### src/rtl/rfcmd_pkg.sv
// constants and field layouts shared by the block read/write command logic
package rfcmd_pkg;
  // ==========================================================
  // request and response fields
  localparam logic [7:0] CMD_READ = 8'h20;
  localparam logic [7:0] CMD_WRITE = 8'h21;
  localparam int FLG_PROT_EXT = 3;
  localparam int FLG_ADDR = 5;
  localparam int FLG_OPTION = 6;
  localparam int UID_POS = 2;
  localparam int MAX_REQ = 18;
  localparam logic [7:0] RSP_OK = 8'h00;
  localparam logic [7:0] RSP_ERR = 8'h01;
  localparam logic [7:0] ERR_GENERIC = 8'h0f;
  localparam logic [7:0] ERR_NO_BLOCK = 8'h10;
  localparam logic [7:0] ERR_LOCKED = 8'h12;
  localparam logic [7:0] ERR_PROG = 8'h13;
  localparam logic [7:0] ERR_RD_PROT = 8'h15;
  // ==========================================================
  // sector security status byte
  localparam int SEC_LOCK = 0;
  localparam int SEC_RW_LSB = 1;
  localparam int SEC_PWD_LSB = 3;
  localparam logic [1:0] SEC_RD_PROT = 2'h3;
  localparam int SECT_SH = 5;
  // ==========================================================
  // crc16, reflected, residue over frame plus its crc
  localparam logic [15:0] CRC_INIT = 16'hffff;
  localparam logic [15:0] CRC_POLY = 16'h8408;
  localparam logic [15:0] CRC_RESIDUE = 16'hf0b8;
  // ==========================================================
  // timing
  localparam int CLK_PERIOD_NS = 5;
  localparam int T1_NOM_NS = 320900;
  localparam int WT_PERIOD_NS = 302000;
  localparam int WT_PERIODS = 18;
  localparam int RESP_DELAY_CYC = T1_NOM_NS / CLK_PERIOD_NS;
  localparam int PROG_WAIT_CYC = (T1_NOM_NS + WT_PERIODS * WT_PERIOD_NS) / CLK_PERIOD_NS;
  localparam int CNT_W = 21;
  // ==========================================================
  // register map
  localparam logic [7:0] ADDR_CTRL = 8'h00;
  localparam logic [7:0] ADDR_STATUS = 8'h04;
  localparam logic [7:0] ADDR_MASK = 8'h08;
  localparam logic [7:0] ADDR_UID_LO = 8'h0c;
  localparam logic [7:0] ADDR_UID_HI = 8'h10;
  localparam logic [7:0] ADDR_SEC = 8'h14;
  localparam logic [7:0] ADDR_STATE = 8'h18;
  localparam int CTRL_WIP = 0;
  localparam int CTRL_FAIL = 1;
  localparam logic [1:0] CTRL_RST = 2'h0;
  localparam int EV_READ = 0;
  localparam int EV_WRITE = 1;
  localparam int EV_ERROR = 2;
  localparam int EV_DROP = 3;
  localparam int NUM_EV = 4;
  // arbitrary neutral uid
  localparam logic [63:0] UID_RST = 64'h0000_0000_0000_0001;
endpackage

### src/rtl/crc_if.sv
// byte-wide link between the command logic and its crc engine
`timescale 1ns/10ps
interface crc_if;
  logic init;
  logic feed;
  logic [7:0] data;
  logic [15:0] crc;
  modport engine (input init, input feed, input data, output crc);
  modport user (output init, output feed, output data, input crc);
endinterface

### src/rtl/crc16_engine.sv
// running crc16 over a byte stream, one byte per feed
`timescale 1ns/10ps
module crc16_engine
  import rfcmd_pkg::*;
(
  input wire logic clk_i,
  input wire logic rst_n_i,
  crc_if.engine port
);
  typedef struct packed {
    logic [15:0] crc;
  } crc_state_t;

  crc_state_t st_reg;
  crc_state_t st_next;

  function automatic logic [15:0] crc_byte(input logic [15:0] c, input logic [7:0] d);
    logic [15:0] v;
    v = c ^ {8'h00, d};
    for (int i = 0; i < 8; i++) begin
      v = v[0] ? ((v >> 1) ^ CRC_POLY) : (v >> 1);
    end
    return v;
  endfunction

  always_comb begin
    st_next = st_reg;
    if (port.init) begin
      st_next.crc = CRC_INIT;
    end else if (port.feed) begin
      st_next.crc = crc_byte(st_reg.crc, port.data);
    end
  end

  always_ff @(posedge clk_i or negedge rst_n_i) begin
    if (!rst_n_i) begin
      st_reg <= '0;
    end else begin
      st_reg <= st_next;
    end
  end

  assign port.crc = st_reg.crc;
endmodule

### src/rtl/rf_block_cmd.sv
// single-block read and write command interpreter with activity pin
`timescale 1ns/10ps
// Operation
// - valid read returns the whole 32-bit content of the addressed block
// - protocol extension flag must be 1, else an error response
// - read request: flags, 20h, optional uid, block number, crc
// - read reply: flags, security byte only with option flag, four data bytes, crc
// - security byte: bit0 lock, bits 1-2 read/write protection, 3-4 password
// - read errors: 10h missing block, 15h read-protected block
// - error reply: flags with error bit, error code, crc
// - busy mode: pin low from request start to end of reply
// - write-in-progress mode: pin released during reads
// - valid write programs the block and reports success or failure
// - write cycle lasts nominal reply delay plus 18 periods of 302 us
// - write request: flags, 21h, optional uid, block, 32 data bits, crc
// - write reply only after programming; success holds flags and crc
// - write errors: 0Fh generic, 10h missing, 12h locked, 13h failed
// - busy mode: pin low from write start to end of reply
// - write-in-progress mode: pin low from request end to reply start
module rf_block_cmd
  import rfcmd_pkg::*;
#(
  parameter int NUM_BLOCKS = 64,
  parameter int RESP_CYC = RESP_DELAY_CYC,
  parameter int PROG_CYC = PROG_WAIT_CYC
) (
  input wire logic CORE_CLK_I,
  input wire logic RST_N_I,
  input wire logic [7:0] WB_ADR_I,
  input wire logic [31:0] WB_DAT_I,
  input wire logic [3:0] WB_SEL_I,
  input wire logic WB_WE_I,
  input wire logic WB_CYC_I,
  input wire logic WB_STB_I,
  output logic [31:0] WB_DAT_O,
  output logic WB_ACK_O,
  output logic IRQ_O,
  input wire logic RF_CLK_I,
  input wire logic RX_SOF_I,
  input wire logic RX_EOF_I,
  input wire logic RX_VALID_I,
  input wire logic [7:0] RX_BYTE_I,
  output logic TX_VALID_O,
  output logic TX_LAST_O,
  output logic [7:0] TX_BYTE_O,
  input wire logic ACT_PIN_I,
  output logic ACT_PIN_O,
  output logic ACT_PIN_OE_O
);
  localparam int BW = $clog2(NUM_BLOCKS);
  localparam int SECW = 8 * (NUM_BLOCKS >> SECT_SH);

  typedef enum logic [1:0] {IDLE, RECV, WAIT, SEND} phase_t;

  typedef struct packed {
    logic ack;
    logic [31:0] dat;
    logic [1:0] ctrl;
    logic [NUM_EV-1:0] irq_st;
    logic [NUM_EV-1:0] irq_mask;
    logic irq;
    logic [63:0] uid;
    logic [SECW-1:0] sec;
    logic [2:0] lclk;
    logic [10:0] rx1;
    logic [10:0] rx2;
    logic [1:0] pin_s;
    phase_t st;
    logic [MAX_REQ-1:0][7:0] rxb;
    logic [4:0] rxn;
    logic [CNT_W-1:0] cnt;
    logic prog;
    logic [5:0][7:0] txb;
    logic [2:0] txl;
    logic [3:0] txi;
    logic tx_v;
    logic tx_last;
    logic [7:0] tx_d;
    logic pin_oe;
    logic pin_lvl;
    logic c_init;
    logic c_feed;
    logic [7:0] c_data;
    logic [NUM_BLOCKS-1:0][31:0] mem;
  } state_t;

  state_t r;
  state_t n;
  crc_if cbus();

  crc16_engine u_crc (
    .clk_i(CORE_CLK_I),
    .rst_n_i(RST_N_I),
    .port(cbus.engine)
  );

  assign cbus.init = r.c_init;
  assign cbus.feed = r.c_feed;
  assign cbus.data = r.c_data;

  // ==========================================================
  // next state
  always_comb begin
    logic rise;
    logic sof;
    logic eof;
    logic bv;
    logic [7:0] fl;
    logic [7:0] cmd;
    logic [7:0] code;
    logic [7:0] secb;
    logic [4:0] p;
    logic [15:0] blk;
    logic [31:0] wd;
    logic [31:0] rd;
    logic [31:0] m;
    logic [31:0] clr;
    logic [63:0] uid_rx;
    logic rdc;
    logic wrc;
    logic hit;
    logic bad;
    logic prog;
    logic [NUM_EV-1:0] ev;
    n = r;
    rise = r.lclk[1] & ~r.lclk[2];
    sof = rise & r.rx2[10];
    eof = rise & r.rx2[9];
    bv = rise & r.rx2[8];
    fl = r.rxb[0];
    cmd = r.rxb[1];
    code = 8'h00;
    prog = 1'b0;
    clr = 32'h0;
    ev = '0;
    m = {{8{WB_SEL_I[3]}}, {8{WB_SEL_I[2]}}, {8{WB_SEL_I[1]}}, {8{WB_SEL_I[0]}}};
    // link input synchronisers
    n.lclk = {r.lclk[1:0], RF_CLK_I};
    n.rx1 = {RX_SOF_I, RX_EOF_I, RX_VALID_I, RX_BYTE_I};
    n.rx2 = r.rx1;
    n.pin_s = {r.pin_s[0], ACT_PIN_I};
    n.c_init = 1'b0;
    n.c_feed = 1'b0;
    n.pin_lvl = 1'b0;

    // request decode
    p = fl[FLG_ADDR] ? 5'd10 : 5'd2;
    blk = {r.rxb[p + 1], r.rxb[p]};
    wd = {r.rxb[p + 5], r.rxb[p + 4], r.rxb[p + 3], r.rxb[p + 2]};
    for (int i = 0; i < 8; i++) begin
      uid_rx[i*8 +: 8] = r.rxb[UID_POS + i];
    end
    rdc = (cmd == CMD_READ);
    wrc = (cmd == CMD_WRITE);
    hit = (blk < 16'(NUM_BLOCKS));
    secb = r.sec[8 * int'(blk[BW-1:SECT_SH]) +: 8];
    rd = r.mem[blk[BW-1:0]];
    bad = (r.rxn < 5'd4) || (!rdc && !wrc) || (cbus.crc != CRC_RESIDUE);
    bad = bad || (r.rxn != p + (wrc ? 5'd8 : 5'd4));
    bad = bad || (fl[FLG_ADDR] && uid_rx != r.uid);
    if (!fl[FLG_PROT_EXT]) begin
      code = ERR_GENERIC;
    end else if (!hit) begin
      code = ERR_NO_BLOCK;
    end else if (rdc && secb[SEC_RW_LSB +: 2] == SEC_RD_PROT) begin
      code = ERR_RD_PROT;
    end else if (wrc && secb[SEC_LOCK]) begin
      code = ERR_LOCKED;
    end else if (wrc) begin
      prog = 1'b1;
      if (r.ctrl[CTRL_FAIL]) begin
        code = ERR_PROG;
      end
    end

    // ==========================================================
    // command sequencer
    case (r.st)
      IDLE: begin
        if (sof) begin
          n.st = RECV;
          n.rxn = 5'd0;
          n.c_init = 1'b1;
          n.pin_oe = !r.ctrl[CTRL_WIP];
        end
      end
      RECV: begin
        if (sof) begin
          n.rxn = 5'd0;
          n.c_init = 1'b1;
          n.pin_oe = !r.ctrl[CTRL_WIP];
        end else if (bv) begin
          if (r.rxn < 5'(MAX_REQ)) begin
            n.rxb[r.rxn] = r.rx2[7:0];
          end
          if (r.rxn != 5'h1f) begin
            n.rxn = r.rxn + 5'd1;
          end
          n.c_feed = 1'b1;
          n.c_data = r.rx2[7:0];
        end else if (eof) begin
          if (bad) begin
            n.st = IDLE;
            n.pin_oe = 1'b0;
            ev[EV_DROP] = 1'b1;
          end else begin
            n.st = WAIT;
            n.prog = prog;
            n.c_init = 1'b1;
            n.txb = '0;
            if (code != 8'h00) begin
              n.txb[0] = RSP_ERR;
              n.txb[1] = code;
              n.txl = 3'd2;
            end else if (rdc && fl[FLG_OPTION]) begin
              n.txb[0] = RSP_OK;
              n.txb[1] = secb;
              n.txb[5:2] = {rd[31:24], rd[23:16], rd[15:8], rd[7:0]};
              n.txl = 3'd6;
            end else if (rdc) begin
              n.txb[0] = RSP_OK;
              n.txb[4:1] = {rd[31:24], rd[23:16], rd[15:8], rd[7:0]};
              n.txl = 3'd5;
            end else begin
              n.txb[0] = RSP_OK;
              n.txl = 3'd1;
            end
            if (prog && code == 8'h00) begin
              n.mem[blk[BW-1:0]] = wd;
            end
            // programming waits the full write cycle
            n.cnt = prog ? CNT_W'(PROG_CYC - 1) : CNT_W'(RESP_CYC - 1);
            if (prog && r.ctrl[CTRL_WIP]) begin
              n.pin_oe = 1'b1;
            end
          end
        end
      end
      // link input ignored here: no modulation expected
      WAIT: begin
        if (r.cnt != '0) begin
          n.cnt = r.cnt - CNT_W'(1);
        end else begin
          n.st = SEND;
          n.txi = 4'd0;
          if (r.ctrl[CTRL_WIP]) begin
            n.pin_oe = 1'b0;
          end
        end
      end
      SEND: begin
        if (rise) begin
          n.txi = r.txi + 4'd1;
          n.tx_v = 1'b1;
          n.tx_last = 1'b0;
          if (r.txi < {1'b0, r.txl}) begin
            n.tx_d = r.txb[r.txi[2:0]];
            n.c_feed = 1'b1;
            n.c_data = r.txb[r.txi[2:0]];
          end else if (r.txi == {1'b0, r.txl}) begin
            n.tx_d = ~cbus.crc[7:0];
          end else if (r.txi == {1'b0, r.txl} + 4'd1) begin
            n.tx_d = ~cbus.crc[15:8];
            n.tx_last = 1'b1;
          end else begin
            n.tx_v = 1'b0;
            n.tx_d = 8'h00;
            n.st = IDLE;
            n.pin_oe = 1'b0;
            ev[EV_READ] = rdc;
            ev[EV_WRITE] = wrc;
            ev[EV_ERROR] = r.txb[0][0];
          end
        end
      end
      default: begin
        n.st = IDLE;
      end
    endcase

    // ==========================================================
    // wishbone slave, one wait state
    n.ack = 1'b0;
    if (WB_CYC_I && WB_STB_I && !r.ack) begin
      n.ack = 1'b1;
      n.dat = 32'h0;
      if (WB_WE_I) begin
        if (WB_ADR_I == ADDR_CTRL) begin
          n.ctrl = (r.ctrl & ~m[1:0]) | (WB_DAT_I[1:0] & m[1:0]);
        end else if (WB_ADR_I == ADDR_STATUS) begin
          clr = WB_DAT_I & m;
        end else if (WB_ADR_I == ADDR_MASK) begin
          n.irq_mask = (r.irq_mask & ~m[NUM_EV-1:0]) | (WB_DAT_I[NUM_EV-1:0] & m[NUM_EV-1:0]);
        end else if (WB_ADR_I == ADDR_UID_LO) begin
          n.uid[31:0] = (r.uid[31:0] & ~m) | (WB_DAT_I & m);
        end else if (WB_ADR_I == ADDR_UID_HI) begin
          n.uid[63:32] = (r.uid[63:32] & ~m) | (WB_DAT_I & m);
        end else if (WB_ADR_I == ADDR_SEC) begin
          n.sec = (r.sec & ~m[SECW-1:0]) | (WB_DAT_I[SECW-1:0] & m[SECW-1:0]);
        end
      end else begin
        if (WB_ADR_I == ADDR_CTRL) begin
          n.dat = 32'(r.ctrl);
        end else if (WB_ADR_I == ADDR_STATUS) begin
          n.dat = 32'(r.irq_st);
        end else if (WB_ADR_I == ADDR_MASK) begin
          n.dat = 32'(r.irq_mask);
        end else if (WB_ADR_I == ADDR_UID_LO) begin
          n.dat = r.uid[31:0];
        end else if (WB_ADR_I == ADDR_UID_HI) begin
          n.dat = r.uid[63:32];
        end else if (WB_ADR_I == ADDR_SEC) begin
          n.dat = 32'(r.sec);
        end else if (WB_ADR_I == ADDR_STATE) begin
          n.dat = 32'({r.pin_s[1], r.pin_oe, r.st});
        end
      end
    end

    // sticky events: a new event wins over a clear
    n.irq_st = (r.irq_st & ~clr[NUM_EV-1:0]) | ev;
    n.irq = |(r.irq_st & r.irq_mask);
  end

  always_ff @(posedge CORE_CLK_I or negedge RST_N_I) begin
    if (!RST_N_I) begin
      r <= '0;
      r.uid <= UID_RST;
      r.ctrl <= CTRL_RST;
    end else begin
      r <= n;
    end
  end

  assign WB_ACK_O = r.ack;
  assign WB_DAT_O = r.dat;
  assign IRQ_O = r.irq;
  assign TX_VALID_O = r.tx_v;
  assign TX_LAST_O = r.tx_last;
  assign TX_BYTE_O = r.tx_d;
  assign ACT_PIN_O = r.pin_lvl;
  assign ACT_PIN_OE_O = r.pin_oe;

  // ==========================================================
  // checks
  logic wip_m;
  logic rise_h;
  assign wip_m = r.ctrl[CTRL_WIP];
  assign rise_h = r.lclk[1] & ~r.lclk[2];
endmodule

### config.mk
export PLATFORM = sky130hd
export DESIGN_NAME = rf_block_cmd
export DESIGN_NICKNAME = d
export VERILOG_FILES = /design/src/rtl/rfcmd_pkg.sv /design/src/rtl/crc_if.sv /design/src/rtl/crc16_engine.sv /design/src/rtl/rf_block_cmd.sv
export SDC_FILE = /design/constraint.sdc
export NUM_CORES = 2
export LEC_CHECK = 0
export BUFFER_PORTS_ARGS = -buffer_cell sky130_fd_sc_hd__buf_2
export CORE_UTILIZATION = 55
export CTS_CLUSTER_DIAMETER = 80
export CTS_CLUSTER_SIZE = 12
export DETAILED_ROUTE_END_ITERATION = 10
export PLACE_DENSITY = 0.75
export SYNTH_ARGS = -nofsm -noshare
export SYNTH_HDL_FRONTEND = slang
export SYNTH_SLANG_ARGS = --single-unit
### constraint.sdc
create_clock -name CORE_CLK_I -period 5.1 [get_ports CORE_CLK_I]
set_clock_uncertainty 0.1 [all_clocks]
set_input_delay 0.255 -clock CORE_CLK_I [delete_from_list [all_inputs] [get_ports CORE_CLK_I]]
set_output_delay 0.255 -clock CORE_CLK_I [all_outputs]
set_load 0.1 [all_outputs]
==> impl_metrics.ini <==
[status]
outcome = completed

[route]
ant_nets = 0
via_per_inst = 6.985
detail_route.wl_per_cell_um = 32.20
drt-initial-drc-count = 8428
vias = 75590
routed_wirelength_mm = 348.5
drcViolationCount = 0
first_pass_iters = 8

[grt]
overflow = 0
grt_pass1_vias = 77740
grt_pass1_wl_mm = 515.9
grt_antenna_before_repair = 22
grt_use_total = 0.3513
grt_max_degree = 169

[setup_path]
worstPathRequired_ns = 5.78
path_max_fanout = 31
start_kind = flip-flop
crit_chain = or4b_2, and2_4, buf_4, o22ai_1, nor4_1, o22ai_1, nor2_1, o2111ai_1, o21ai_0
slowest_delay_ns = 0.73
crit_path_frequent_cell = o22ai_1
cp.arrival_ns = 5.65
endpoint_kind = flip-flop
slowest_stage = and2_4
worstSetupPathType = flip-flop to flip-flop

[synthesis]
synthTopCellsByCount = dfrtp_1, mux2_2, o22ai_1
synthTopCellsByArea = dfrtp_1, mux2_2, o22ai_1, mux2_1, clkbuf_1
synth.distinct_cells = 88
synthesis.nets = 8156
ys_ff_latch = 2435
synth_top_family_by_area = multiplexers
synth_warnings = 0
netlist_area_um2 = 107400
synth_top_area_frac = 0.5670
syn_inst = 8082
synth_xor_area_frac = 0.008560
async_flop_share = 1.000
syn_area_per_cell_um2 = 13.29
synthSimpleGateAreaFrac = 0.04292
seq_area_frac_synth = 0.5672
synth_mux_area_frac = 0.2467
synth_area_leader_cell = dfrtp_1
yosys.cell_count.top_type = dfrtp_1
synth-edff-count = 0
synthFlopType = dfrtp_1
synthAdderAreaFrac = 0.001398
synth_compound_area_frac = 0.09262

[clock_tree]
clock-sinks = 2435
clk_path_buf_depth = 3
cts_tree = yes
cts_root_buf = clkbuf_16
clock_latency_ns = 0.89
cts_repair_resize_count = 0
clk_pin_slew_worst_paths_ns = 0.06
htreeDepth = 4
cts_made_buffers = 221
post_cts_buffers = 0

[power]
p_leak_nw = 59.52
power_density_nw_per_um2 = 447.3
vdd_drop_max_mv = 0.4284

[final_layout]
fin_nets = 8325
nFillCells = 14150
drive_gt1_frac = 0.3686
fin_cells = 10820
syn_to_final_growth_pct = 11.13

[placement]
placedCellCount = 10470
post-dp-hpwl_mm = 217.7
io_buffers = 106
gp_congestion = 0.9381

[timing]
min_period_over_period = 0.9755
setup_viol = 0
slew_headroom = 0.09483
final-hold-violation-count = 0
fin_tns_setup_ns = 0
max_freq_mhz = 201.0
rsz0062_at_grt = no
period_needed_ns = 4.975
worst_slew_pin_slew_ns = 1.350
drv_slew = 0

[floorplanning]
coreArea_um2 = 193200
io_pins = 108
die_area_um2 = 197100
start_util = 0.5561
fp-row-count = 161
die_y_um = 444.0
chipWidth_um = 444.0

[worst_hold_path]
hp-class = primary input to flip-flop

[job]
timing.max_cap.violations = 0
## routing by layer
metal | GRT usage | vias up | part of all wire
met1 | 0.4525 | 39560 | 0.38
met2 | 0.5275 | 4469 | 0.44
met5 | 0 | - | 0.00040
met3 | 0.08943 | 1200 | 0.10
met4 | 0.2317 | 20 | 0.076
li1 | - | 30340 | -
## path summary, 6_finish.rpt
| kind | startpoint | to | slack (ns) | cells after the start |
|---|---|---|---|---|
| max in group asynchronous | RST_N_I | async pin | 3.40 | 4 |
| worst min register to register | n[2309] | r[2309] | 0.25 | 0 |
| worst max register to register | flip-flop | r[2111] | 0.12 | 9 |
| min in group asynchronous | RST_N_I | n[2305] | 0.16 | 3 |
| worst min-delay path | WB_DAT_I[21] | flip-flop | 0.08 | 3 |
| worst max-delay path | flip-flop | r[2111] | 0.12 | 9 |
## worst max-delay path: cells and delay by family (launching register included)
kind | cells | cell delay [ns]
and+or+nand+nor | 4 | 2.09
AOI/OAI and AO/OA | 4 | 1.54
DFF | 1 | 0.66
buffers and inverters | 1 | 0.43
## cells in the final DEF (no fill, tap or decap), types with 40 or more instances in the layout
cell / Yosys / layout
buf_2: 219 / 105
buf_4: 93 / 467
a21oi_1: 156 / 156
o21ai_0: 112 / 112
mux2i_1: 51 / 49
nor3_1: 63 / 55
nor3_4: 30 / 40
mux2_2: 1984 / 2005
o22ai_1: 971 / 971
dfrtp_1: 2434 / 2433
nor2_1: 157 / 157
mux2_1: 322 / 290
nand2_1: 173 / 168
xnor2_1: 88 / 88
nor4_1: 128 / 125
o41ai_1: 68 / 62
buf_12: 3 / 94
dlygate4sd3_1: 0 / 84
or4_1: 43 / 43
clkbuf_16: 0 / 224
nand4_1: 41 / 41
## power by group
part           switching, mW  internal, mW  total [mW]
sequential             0.518          19.6        20.2
combinational           12.0          6.21        18.2
clock                   7.18          7.83        15.0
## cell type report
type	count	area, um^2	area share
Inverter	20	75.07	0.0006288
Timing Repair Buffer	751	6782	0.05680
Tap cell	2526	3161	0.02647
Clock inverter	14	306.5	0.002568
Sequential cell	2435	60940	0.5104
Antenna cell	17	42.54	0.0003563
Clock buffer	237	5654	0.04736
Multi-Input combinational cell	4822	42430	0.3554
## through the flow
stage	setup slack [ns]	area, um^2	hold WS [ns]	power, mW	util
after floorplan	1.084	107400	-0.1406	28.37	-
after global placement	0.4898	112500	0.1536	37.57	0.5824
after detailed placement	0.4277	112500	0.1374	37.72	0.5824
after CTS	0.3990	119300	0.02536	52.58	0.6178
after global routing	0.1147	119400	0.06756	54.47	0.6179
final	0.1249	119400	0.07711	53.40	0.6180
## kinds of logic after synthesis
kind of cell,Yosys count
other cells,1
compound gates,1539
xor+xnor,105
simple gates,807
fa+ha+maj,12
flops,2435
buf+inv,825
mux,2358
## timing repair
action                                  in CTS  in global routing
hold buffers                                85                  0
endpoints found under the setup margin       0                  0
hold endpoints to repair                  1309                  0
No activity file was read; power rests on OpenSTA's default activity.
